**config.mk**
```make
export PLATFORM = sky130hd
export DESIGN_NAME = feq_upper_taps
export DESIGN_NICKNAME = d
export VERILOG_FILES = /design/src/feq_pkg.sv /design/src/feq_upper_taps.sv
export SDC_FILE = /design/constraint.sdc
export NUM_CORES = 2
export LEC_CHECK = 0
export BUFFER_PORTS_ARGS = -buffer_cell sky130_fd_sc_hd__buf_2
export CAP_MARGIN = 20
export CORE_MARGIN = 2
export CORE_UTILIZATION = 50
export DETAILED_ROUTE_END_ITERATION = 10
export GPL_TIMING_DRIVEN = 1
export PLACE_DENSITY = 0.67
export SLEW_MARGIN = 20
export SYNTH_ARGS = -nofsm -noshare
export SYNTH_HDL_FRONTEND = slang
export SYNTH_SLANG_ARGS = --single-unit
```
**constraint.sdc**
```tcl
create_clock -name aclk -period 30.1 [get_ports aclk]
set_input_delay 4.515 -clock aclk [delete_from_list [all_inputs] [get_ports aclk]]
set_output_delay 4.515 -clock aclk [all_outputs]
set_load 0.02 [all_outputs]
```
**src/feq_pkg.sv**
```systemverilog
// constants and types for the channel-b equalization filter upper-tap block
// Functional notes
// - each upper-tap coefficient is signed two's complement in bits 11:0, filter treats it signed.
// - seventh-tap register drives channel-b filter tap seven in dual-channel mode.
// - register index 0x457 supplies tap eight, resets to zero.
// - register index 0x459 supplies tap nine, resets to zero.
// - software readback forces coefficient msb to zero; filter keeps true stored value.
// - bits 15:12 are reserved read/write storage, reset zero, no filter effect.
// - nine taps; centre tap 18-bit, outer taps 12-bit.
package feq_pkg;

	localparam int          REG_W        = 16;
	localparam int          COEFF_W      = 12;
	localparam int          CENTER_W     = 18;
	localparam int          NUM_TAPS     = 9;
	localparam int          NUM_REGS     = 3;
	localparam int          COEFF_MSB    = 11;
	localparam int          RSV_LSB      = 12;
	localparam int          RSV_MSB      = 15;

	// register indices; byte address is four times the index
	localparam logic [11:0] IDX_TAP7     = 12'h455;
	localparam logic [11:0] IDX_TAP8     = 12'h457;
	localparam logic [11:0] IDX_TAP9     = 12'h459;
	localparam logic [15:0] RESET_COEFF  = 16'h0000;

	localparam logic [1:0]  RESP_OKAY    = 2'h0;
	localparam logic [1:0]  RESP_SLVERR  = 2'h2;

	// slot numbers in the register array
	localparam logic [1:0]  SLOT_TAP7    = 2'h0;
	localparam logic [1:0]  SLOT_TAP8    = 2'h1;
	localparam logic [1:0]  SLOT_TAP9    = 2'h2;
	localparam logic [1:0]  SLOT_NONE    = 2'h3;

	typedef struct packed {
		logic signed [COEFF_W-1:0] tap7;
		logic signed [COEFF_W-1:0] tap8;
		logic signed [COEFF_W-1:0] tap9;
	} feq_upper_taps_t;

	// coefficients of taps one to six, kept by other register blocks
	typedef struct packed {
		logic signed [COEFF_W-1:0]  tap1;
		logic signed [COEFF_W-1:0]  tap2;
		logic signed [COEFF_W-1:0]  tap3;
		logic signed [COEFF_W-1:0]  tap4;
		logic signed [CENTER_W-1:0] tap5;
		logic signed [COEFF_W-1:0]  tap6;
	} feq_lower_taps_t;

endpackage

```
**src/feq_upper_taps.sv**
```systemverilog
// channel-b equalization filter: upper-tap coefficient registers and 9-tap filter
//
// Our own choice: the AXI4-Lite interface to the registers.
module feq_upper_taps #(
	parameter int ADDR_W   = 16,
	parameter int SAMPLE_W = 12
) (
	input  wire logic                          aclk,
	input  wire logic                          aresetn,
	input  wire logic [ADDR_W-1:0]             s_axi_awaddr,
	input  wire logic                          s_axi_awvalid,
	output logic                               s_axi_awready,
	input  wire logic [31:0]                   s_axi_wdata,
	input  wire logic [3:0]                    s_axi_wstrb,
	input  wire logic                          s_axi_wvalid,
	output logic                               s_axi_wready,
	output logic [1:0]                         s_axi_bresp,
	output logic                               s_axi_bvalid,
	input  wire logic                          s_axi_bready,
	input  wire logic [ADDR_W-1:0]             s_axi_araddr,
	input  wire logic                          s_axi_arvalid,
	output logic                               s_axi_arready,
	output logic [31:0]                        s_axi_rdata,
	output logic [1:0]                         s_axi_rresp,
	output logic                               s_axi_rvalid,
	input  wire logic                          s_axi_rready,
	input  wire logic                          dual_channel_mode,
	input  wire feq_pkg::feq_lower_taps_t      lower_taps,
	input  wire logic signed [SAMPLE_W-1:0]    sample_in,
	input  wire logic                          sample_valid,
	output feq_pkg::feq_upper_taps_t           upper_taps,
	output logic signed [SAMPLE_W+feq_pkg::CENTER_W+3:0] filter_out,
	output logic                               filter_valid
);

	localparam int PROD_W = SAMPLE_W + feq_pkg::CENTER_W;
	localparam int SUM_W  = PROD_W + 4;

	initial begin
		if (ADDR_W < 14 || ADDR_W > 32) begin
			$error("ADDR_W must lie between 14 and 32");
		end
		if (SAMPLE_W < 2 || SAMPLE_W > 16) begin
			$error("SAMPLE_W must lie between 2 and 16");
		end
		if (feq_pkg::NUM_REGS != 3 || feq_pkg::NUM_TAPS != 9) begin
			$error("register and tap counts are fixed by the slot map");
		end
		if (feq_pkg::COEFF_MSB != feq_pkg::COEFF_W - 1) begin
			$error("coefficient msb must be the top bit of the field");
		end
		if (feq_pkg::RSV_MSB != feq_pkg::REG_W - 1 || feq_pkg::RSV_LSB != feq_pkg::COEFF_W) begin
			$error("reserved nibble must sit directly above the coefficient");
		end
		if (feq_pkg::CENTER_W < feq_pkg::COEFF_W) begin
			$error("centre tap must be at least as wide as the outer taps");
		end
	end

	// byte address to register slot
	function automatic logic [1:0] slot_of(input logic [ADDR_W-1:0] addr);
		logic [ADDR_W-1:0] idx;
		idx = addr >> 2;
		if (addr[1:0] != 2'h0) begin
			slot_of = feq_pkg::SLOT_NONE;
		end else if (idx == ADDR_W'(feq_pkg::IDX_TAP7)) begin
			slot_of = feq_pkg::SLOT_TAP7;
		end else if (idx == ADDR_W'(feq_pkg::IDX_TAP8)) begin
			slot_of = feq_pkg::SLOT_TAP8;
		end else if (idx == ADDR_W'(feq_pkg::IDX_TAP9)) begin
			slot_of = feq_pkg::SLOT_TAP9;
		end else begin
			slot_of = feq_pkg::SLOT_NONE;
		end
	endfunction

	logic [feq_pkg::REG_W-1:0] coeff_ff [feq_pkg::NUM_REGS];

	// write channel: address and data held independently, either order
	logic              aw_held_ff;
	logic              w_held_ff;
	logic [1:0]        aw_slot_ff;
	logic [15:0]       w_data_ff;
	logic [1:0]        w_strb_ff;
	logic              bvalid_ff;
	logic [1:0]        bresp_ff;

	wire               aw_take = s_axi_awvalid && s_axi_awready;
	wire               w_take  = s_axi_wvalid && s_axi_wready;
	wire               do_write = aw_held_ff && w_held_ff && !bvalid_ff;
	wire               wr_hit   = do_write && (aw_slot_ff != feq_pkg::SLOT_NONE);

	assign s_axi_awready = !aw_held_ff;
	assign s_axi_wready  = !w_held_ff;
	assign s_axi_bvalid  = bvalid_ff;
	assign s_axi_bresp   = bresp_ff;

	// address side of the write
	always_ff @(posedge aclk) begin
		if (!aresetn) begin
			aw_held_ff <= 1'b0;
			aw_slot_ff <= feq_pkg::SLOT_NONE;
		end else if (aw_take) begin
			aw_held_ff <= 1'b1;
			aw_slot_ff <= slot_of(s_axi_awaddr);
		end else if (do_write) begin
			aw_held_ff <= 1'b0;
		end
	end

	// data side of the write; upper lanes never reach a register
	always_ff @(posedge aclk) begin
		if (!aresetn) begin
			w_held_ff <= 1'b0;
			w_data_ff <= 16'h0000;
			w_strb_ff <= 2'h0;
		end else if (w_take) begin
			w_held_ff <= 1'b1;
			w_data_ff <= s_axi_wdata[15:0];
			w_strb_ff <= s_axi_wstrb[1:0];
		end else if (do_write) begin
			w_held_ff <= 1'b0;
		end
	end

	// unmapped or misaligned writes are answered but change nothing
	wire [1:0]         wr_resp  = wr_hit ? feq_pkg::RESP_OKAY : feq_pkg::RESP_SLVERR;

	always_ff @(posedge aclk) begin
		if (!aresetn) begin
			bvalid_ff <= 1'b0;
		end else if (do_write) begin
			bvalid_ff <= 1'b1;
		end else if (s_axi_bready) begin
			bvalid_ff <= 1'b0;
		end
	end

	always_ff @(posedge aclk) begin
		if (!aresetn) begin
			bresp_ff <= feq_pkg::RESP_OKAY;
		end else if (do_write) begin
			bresp_ff <= wr_resp;
		end
	end

	// full 16 bits stored, reserved nibble included
	genvar g;
	generate
		for (g = 0; g < feq_pkg::NUM_REGS; g++) begin : g_reg
			wire sel   = wr_hit && (aw_slot_ff == 2'(g));
			wire lo_we = sel && w_strb_ff[0];
			wire hi_we = sel && w_strb_ff[1];
			always_ff @(posedge aclk) begin
				if (!aresetn) begin
					coeff_ff[g] <= feq_pkg::RESET_COEFF;
				end else begin
					if (lo_we) begin
						coeff_ff[g][7:0] <= w_data_ff[7:0];
					end
					if (hi_we) begin
						coeff_ff[g][15:8] <= w_data_ff[15:8];
					end
				end
			end
		end
	endgenerate

	// read channel: one outstanding, answer one cycle after address taken
	logic              rvalid_ff;
	logic [31:0]       rdata_ff;
	logic [1:0]        rresp_ff;

	wire               ar_take = s_axi_arvalid && s_axi_arready;
	wire [1:0]         ar_slot = slot_of(s_axi_araddr);
	wire [15:0]        ar_word = (ar_slot == feq_pkg::SLOT_NONE) ? 16'h0000 : coeff_ff[ar_slot];
	// sign bit reads back as zero; the stored copy feeding the filter is untouched
	wire [15:0]        ar_view = {ar_word[feq_pkg::RSV_MSB:feq_pkg::RSV_LSB], 1'b0,
	                              ar_word[feq_pkg::COEFF_MSB-1:0]};

	wire               ar_hit  = (ar_slot != feq_pkg::SLOT_NONE);
	wire [1:0]         ar_resp = ar_hit ? feq_pkg::RESP_OKAY : feq_pkg::RESP_SLVERR;

	assign s_axi_arready = !rvalid_ff;
	assign s_axi_rvalid  = rvalid_ff;
	assign s_axi_rdata   = rdata_ff;
	assign s_axi_rresp   = rresp_ff;

	always_ff @(posedge aclk) begin
		if (!aresetn) begin
			rvalid_ff <= 1'b0;
		end else if (ar_take) begin
			rvalid_ff <= 1'b1;
		end else if (s_axi_rready) begin
			rvalid_ff <= 1'b0;
		end
	end

	// data and response are captured once and stand until the handshake
	always_ff @(posedge aclk) begin
		if (!aresetn) begin
			rdata_ff <= 32'h00000000;
			rresp_ff <= feq_pkg::RESP_OKAY;
		end else if (ar_take) begin
			rdata_ff <= {16'h0000, ar_view};
			rresp_ff <= ar_resp;
		end
	end

	// coefficient view for the datapath: low 12 bits, signed
	assign upper_taps.tap7 = signed'(coeff_ff[feq_pkg::SLOT_TAP7][feq_pkg::COEFF_MSB:0]);
	assign upper_taps.tap8 = signed'(coeff_ff[feq_pkg::SLOT_TAP8][feq_pkg::COEFF_MSB:0]);
	assign upper_taps.tap9 = signed'(coeff_ff[feq_pkg::SLOT_TAP9][feq_pkg::COEFF_MSB:0]);

	// full coefficient set at the centre tap width, outer taps widened to it
	logic signed [feq_pkg::CENTER_W-1:0] tap_c [feq_pkg::NUM_TAPS];
	assign tap_c[0] = feq_pkg::CENTER_W'(lower_taps.tap1);
	assign tap_c[1] = feq_pkg::CENTER_W'(lower_taps.tap2);
	assign tap_c[2] = feq_pkg::CENTER_W'(lower_taps.tap3);
	assign tap_c[3] = feq_pkg::CENTER_W'(lower_taps.tap4);
	assign tap_c[4] = lower_taps.tap5;
	assign tap_c[5] = feq_pkg::CENTER_W'(lower_taps.tap6);
	assign tap_c[6] = feq_pkg::CENTER_W'(upper_taps.tap7);
	assign tap_c[7] = feq_pkg::CENTER_W'(upper_taps.tap8);
	assign tap_c[8] = feq_pkg::CENTER_W'(upper_taps.tap9);

	// delay line: slot 0 newest, slot 8 oldest
	logic signed [SAMPLE_W-1:0] dly_ff [feq_pkg::NUM_TAPS];
	logic signed [PROD_W-1:0]   prod   [feq_pkg::NUM_TAPS];
	wire                        run = sample_valid && dual_channel_mode;

	generate
		for (g = 0; g < feq_pkg::NUM_TAPS; g++) begin : g_tap
			if (g == 0) begin : g_head
				always_ff @(posedge aclk) begin
					if (!aresetn) begin
						dly_ff[g] <= '0;
					end else if (run) begin
						dly_ff[g] <= sample_in;
					end
				end
			end else begin : g_body
				always_ff @(posedge aclk) begin
					if (!aresetn) begin
						dly_ff[g] <= '0;
					end else if (run) begin
						dly_ff[g] <= dly_ff[g-1];
					end
				end
			end
			// operands widened first, else the product is cut to the wider operand
			wire signed [PROD_W-1:0] smp_x = PROD_W'(dly_ff[g]);
			wire signed [PROD_W-1:0] cof_x = PROD_W'(tap_c[g]);
			assign prod[g] = smp_x * cof_x;
		end
	endgenerate

	logic signed [SUM_W-1:0] sum;
	always_comb begin
		sum = '0;
		for (int i = 0; i < feq_pkg::NUM_TAPS; i++) begin
			sum = sum + SUM_W'(prod[i]);
		end
	end

	// one cycle after a sample shifts in, the sum is registered out
	logic run_d_ff;
	always_ff @(posedge aclk) begin
		if (!aresetn) begin
			run_d_ff <= 1'b0;
		end else begin
			run_d_ff <= run;
		end
	end

	// a mode drop between shift and result suppresses the strobe
	always_ff @(posedge aclk) begin
		if (!aresetn) begin
			filter_valid <= 1'b0;
		end else begin
			filter_valid <= run_d_ff && dual_channel_mode;
		end
	end

	// result holds until the next sample has shifted through
	always_ff @(posedge aclk) begin
		if (!aresetn) begin
			filter_out <= '0;
		end else if (run_d_ff) begin
			filter_out <= sum;
		end
	end

endmodule

```
=== Word-level counts from Yosys, hierarchy flattened ===
Memory sizes are Yosys's and may differ from the RTL's.
Cells that the tools add are included.

* Flip-flop bits (word level): 79
* Latch bits: 0
* Memory bits (writable): 156
* ROM bits: 0
* Input port bits: 167
* Output and inout bits: 112
* Word-level logic and storage cells: 141
* Memories kept: 2

* Add/subtract/negate cells: 8
* Multipliers: 9
* Divide/modulo/power cells: 0
* Magnitude comparators: 0
* Eq/ne operators: 11
* Shift operators: 0
* Mux-type cells: 55
* Bitwise gates (word level): 15
* Reduce and logical (&&, ||, !) cells: 28

{| class="wikitable"
|+ Memory list
! name !! words !! bits a word !! rd ports !! clocked after memory_dff !! write ports !! line !! RTL
|-
| dly_ff || 9 || 12 || 9 || 0 || 9 || feq_upper_taps.sv:228 || <nowiki>logic signed [SAMPLE_W-1:0] dly_ff [feq_pkg::NUM_TAPS];</nowiki>
|-
| coeff_ff || 3 || 16 || 4 || 0 || 3 || feq_upper_taps.sv:77 || <nowiki>logic [feq_pkg::REG_W-1:0] coeff_ff [feq_pkg::NUM_REGS];</nowiki>
|}

{| class="wikitable"
|+ Operator list
! cell !! number
|-
| multiplier 12 x 12 -> 24 bit || 8
|-
| 2-to-1 mux 12 bit || 9
|-
| equality test 14 x 11 -> 1 bit (second input constant) || 6
|-
| 2-to-1 mux 8 bit || 6
|-
| adder 33 x 24 -> 34 bit || 1
|-
| adder 34 x 24 -> 34 bit || 1
|-
| adder 32 x 24 -> 33 bit || 1
|-
| adder 31 x 24 -> 32 bit || 1
|-
| adder 27 x 30 -> 31 bit || 1
|-
| 2-to-1 mux 1 bit || 31
|-
| multiplier 12 x 18 -> 30 bit || 1
|-
| adder 26 x 24 -> 27 bit || 1
|-
| adder 25 x 24 -> 26 bit || 1
|-
| adder 24 x 24 -> 25 bit || 1
|-
| logical AND 1 bit || 17
|-
| 2-to-1 mux 16 bit || 1
|-
| 2-to-1 mux 2 bit || 8
|-
| bitwise OR 1 bit || 15
|-
| nonzero test 2 bit || 6
|-
| equality test 2 bit (second input constant) || 2
|-
| zero test 1 bit || 4
|-
| inequality test 2 bit (second input constant) || 2
|-
| equality test 2 x 1 -> 1 bit (second input constant) || 1
|-
| zero test 2 bit || 1
|}

=== Depth between registers and ports, before layout ===
An unclocked memory read counts as a cell.

* Depth after elaboration: 10
* Mapped depth: 34

=== Worst setup path after synthesis ===
Ideal clock, no wire load.

* Path kind: input -> register
* Start point: in lower_taps[30] (netlist bit)
* End point: reg filter_out[33] (netlist bit)
* Library setup time: 0.122 ns
* Data arrival time: 12.668 ns
* Required time: 29.978 ns
* Setup slack: 17.310 ns
* Stages: 30
* Path buffers: 1
* Path through: clkbuf_1 -> nand2_1 -> inv_1 -> fa_1 -> inv_1 -> fa_1 -> inv_1 -> fa_1 -> inv_1 -> fa_1 -> inv_1 -> fa_1 -> fa_1 -> inv_1 -> fa_1 -> inv_1 -> fa_1 -> fa_1 -> fa_1 -> inv_1 -> fa_1 -> inv_1 -> ha_1 -> nand2_1 -> nor2_1 -> a2111oi_0 -> o31ai_2 -> a31oi_1 -> mux2i_1 -> o21ai_1

* Cells in the longest elaborated chain, start to end: 7

{| class="wikitable"
|+ Ends and longest elaborated chain
! element !! line !! RTL
|-
| from (decl) || feq_upper_taps.sv:28 || <nowiki>input wire feq_pkg::feq_lower_taps_t lower_taps,</nowiki>
|-
| multiplier 12 x 12 -> 24 bit || feq_upper_taps.sv:254 || <nowiki>assign prod[g] = smp_x * cof_x;</nowiki>
|-
| adder 26 x 24 -> 27 bit || feq_upper_taps.sv:262 || <nowiki>sum = sum + SUM_W'(prod[i]);</nowiki>
|-
| adder 27 x 30 -> 31 bit || feq_upper_taps.sv:262 ||
|-
| adder 31 x 24 -> 32 bit || feq_upper_taps.sv:262 ||
|-
| adder 32 x 24 -> 33 bit || feq_upper_taps.sv:262 ||
|-
| adder 33 x 24 -> 34 bit || feq_upper_taps.sv:262 ||
|-
| adder 34 x 24 -> 34 bit || feq_upper_taps.sv:262 ||
|-
| to (signal assigned) || feq_upper_taps.sv:290 || <nowiki>filter_out <= sum;</nowiki>
|-
| to (decl) || feq_upper_taps.sv:32 || <nowiki>output logic signed [SAMPLE_W+feq_pkg::CENTER_W+3:0] filter_out,</nowiki>
|}

No other way between the ends.
A chain may end at the register's enable or synchronous reset.

=== Worst setup path after layout ===
* Start point: in lower_taps[30] (netlist bit)
* End point: reg filter_out[21] (netlist bit)

The elaborated chain is that of the path after synthesis.

==> results.yml <==
timing:
  period_needed_ns: 13.13
  finalCritPeriodShare_pct: 43.6
  skew_ns: 0.0411
  max-slew-margin-rel_pct: 21.2
  setup_tns_ns: 0
  hold_viol: 0
  fmax_ghz: 0.0761
  maxSlewViolCount: 0
  rsz0062_at_grt: "no"
  finalSetupViolations: 0
  tightestPinTransition_ns: 1.18
worst_setup_path:
  cp-end-kind: "flip-flop"
  slowest_stage: "fa_1"
  cp_common_cell: "fa_1"
  cp_data_required_time_ns: 30.61
  startpoint_type: "primary input"
  path_class: "in2reg"
  arrival_ns: 13.64
  r2r_slack_ns: 20.20
  worstPathMaxFanout: 12
  slowest_delay_ns: 0.72
floorplan:
  die_x_um: 367
  core-area_sq_um: 131000
  fp.dieH_um: 367
  rows: 133
  initial_utilization_pct: 50.2
  dieArea_sq_um: 135000
  ioPinCount: 279
outcome:
  status: "complete, no violations"
synthesis:
  synth_area_leaders: "fa_1 (55%), inv_1 (11%), edfxtp_1 (7.1%)"
  syn-cell-area_sq_um: 65800
  netlist_instances: 6602
  synth_ff_type: "edfxtp_1"
  synth_top_area_share_pct: 54.6
  synth-async-reset-ratio_pct: 0
  ys_ff_latch: 233
  yosysTopAreaCell: "fa_1"
  syn_avg_cell_area_sq_um: 9.97
  yosysUniqueCellTypes: 72
  yosysWarnings: 0
  seq_area_frac_synth_pct: 9.46
  synth_edf_count: 156
route:
  detail_route.vias_per_cell: 5.09
  dr.pass1.iters: 6
  drt-initial-drc-count: 2817
  ant_nets: 0
  via_count: 42600
  routed_wl_um: 173000
  wl_per_cell_um: 20.7
  route.detailed.drc: 0
cts:
  cts_setup_buffers: 0
  cts_inserted_buffers: 34
  cts_hold_buf: 0
  path_clk_slew_ns: 0.06
  post_cts_resized: 0
  clk_path_buf_depth: 3
  cts_root_buf: "clkbuf_16"
  clkLatencyLatePin_ns: 0.62
  htree_levels: 2
  tritoncts: "done"
  cts_sinks: 233
global_routing:
  grt_pass1_vias: 46900
  grt_max_degree: 99
  antenna_found_initial: 13
  grt_pass1_wl_um: 276000
  grt_util_all_layers_pct: 27.3
  grt_overflow: 0
layout:
  fin_cells: 8376
  area_growth_pct: 5.13
  fin_nets: 8883
  drive_gt1_share_pct: 5.23
place:
  numPortBuffers: 241
  gp_congestion: 0.967
  place_inst: 8307
  dp_hpwl_um: 150000
hold_path:
  min_path_type: "reg2reg"
run:
  maxCapViolCount: 0
-- kinds of logic (layout without fill, tap and decap cells) --
family,Yosys count,in the layout,synth area share (%)
flops,233,233,9.46
mux,27,27,0.426
other cells,1,26,0.00570
simple gates,1724,1724,13.4
compound gates,177,177,1.91
buf+inv,2276,2270,13.4
fa+ha+maj,2128,2128,61.0
xor+xnor,36,36,0.479
-- final timing paths --
path | cells after the start | startpoint | endpoint
setup reg to reg | 28 | coeff_ff[0][0] | filter_out[33]
setup / recovery | 27 | lower_taps[30] | filter_out[21]
hold / removal | 2 | filter_out[22] | filter_out[22]
hold reg to reg | 2 | filter_out[22] | filter_out[22]
-- flip-flops by register name, indices dropped and copies added (netlist names) --
name / cells
filter_out: 34
s_axi_bvalid: 1
s_axi_rdata: 15
s_axi_rvalid: 1
s_axi_rresp: 1
aw_slot_ff: 2
dly_ff: 108
coeff_ff: 48
w_strb_ff: 2
w_held_ff: 1
s_axi_bresp: 1
w_data_ff: 16
aw_held_ff: 1
run_d_ff: 1
filter_valid: 1
-- layout make-up --
| type | count | area (sq um) |
|---|---|---|
| Fill cell | 11900 | 61800 |
| Multi-Input combinational cell | 4111 | 50900 |
| Tap cell | 1755 | 2200 |
| Sequential cell | 233 | 6230 |
| Antenna cell | 7 | 17.5 |
| Clock buffer | 38 | 918 |
| Inverter | 1956 | 7340 |
| Clock inverter | 24 | 305 |
| Timing Repair Buffer | 252 | 1290 |
-- critical path, delay by kind of cell --
kind,cells,cell delay [ns]
AOI/OAI and AO/OA,5,1.45
xor gates and xnor gates,1,0.17
adders and majority gates,12,6.25
buffers and inverters,6,0.64
muxes,1,0.30
and+or+nand+nor,2,0.27
-- synthesized netlist by cell type, drive strengths merged, types with 3 or more instances --
cell type	number
a21oi	57
mux2i	19
nand2	767
fa	1796
edfxtp	156
nor4	3
xor2	11
a21boi	21
o221ai	16
inv	1956
nor2	34
and3	4
ha	332
a211oi	4
o21a	5
o21ai	21
nor2b	83
nand2b	57
buf	65
nand3b	6
clkbuf	255
nand3	12
mux2	8
a21o	16
nor3	7
xnor2	25
dfxtp	77
and2	727
o211a	6
o211ai	10
nand4	9
-- cell usage in the layout, fill, tap and decap left out, types with 13 or more instances in the layout --
| cell type | synthesis | routed |
|---|---|---|
| nand2b_1 | 57 | 57 |
| buf_2 | 1 | 240 |
| inv_1 | 1956 | 1956 |
| nand2_1 | 767 | 766 |
| mux2i_1 | 19 | 19 |
| clkbuf_16 | 0 | 36 |
| o221ai_1 | 15 | 15 |
| a21o_1 | 16 | 16 |
| nor2b_1 | 83 | 83 |
| conb_1 | 1 | 19 |
| edfxtp_1 | 156 | 156 |
| dfxtp_1 | 77 | 76 |
| fa_1 | 1796 | 1796 |
| o21ai_0 | 16 | 13 |
| xnor2_1 | 25 | 25 |
| and2_1 | 727 | 727 |
| a21oi_1 | 54 | 54 |
| ha_1 | 332 | 332 |
| nor2_1 | 32 | 32 |
| a21boi_0 | 20 | 20 |
-- stage by stage --
step	hold WS (ns)	util [%]	worst slack (ns)	instance area [sq um]
2_1_floorplan	0.456	-	17.31	65900
3_3_place_gp	0.465	51.9	16.52	67900
3_5_place_dp	0.471	51.9	16.42	67900
4_1_cts	0.481	52.8	17.05	69200
5_1_grt	0.514	52.8	16.65	69200
6_report	0.480	52.8	16.97	69200
-- layer usage --
metal / up-vias / share of wire, % / track usage, %
li1: 18400 / - / -
met5: - / 0.023 / 0
met4: 6 / 3.7 / 9.14
met1: 22400 / 39 / 36.6
met3: 262 / 8.2 / 5.20
met2: 1562 / 49 / 44.7
Power is left out: the tool's default activity adds up to more than one toggle a clock period on the data nets, which glitch-free logic cannot reach.
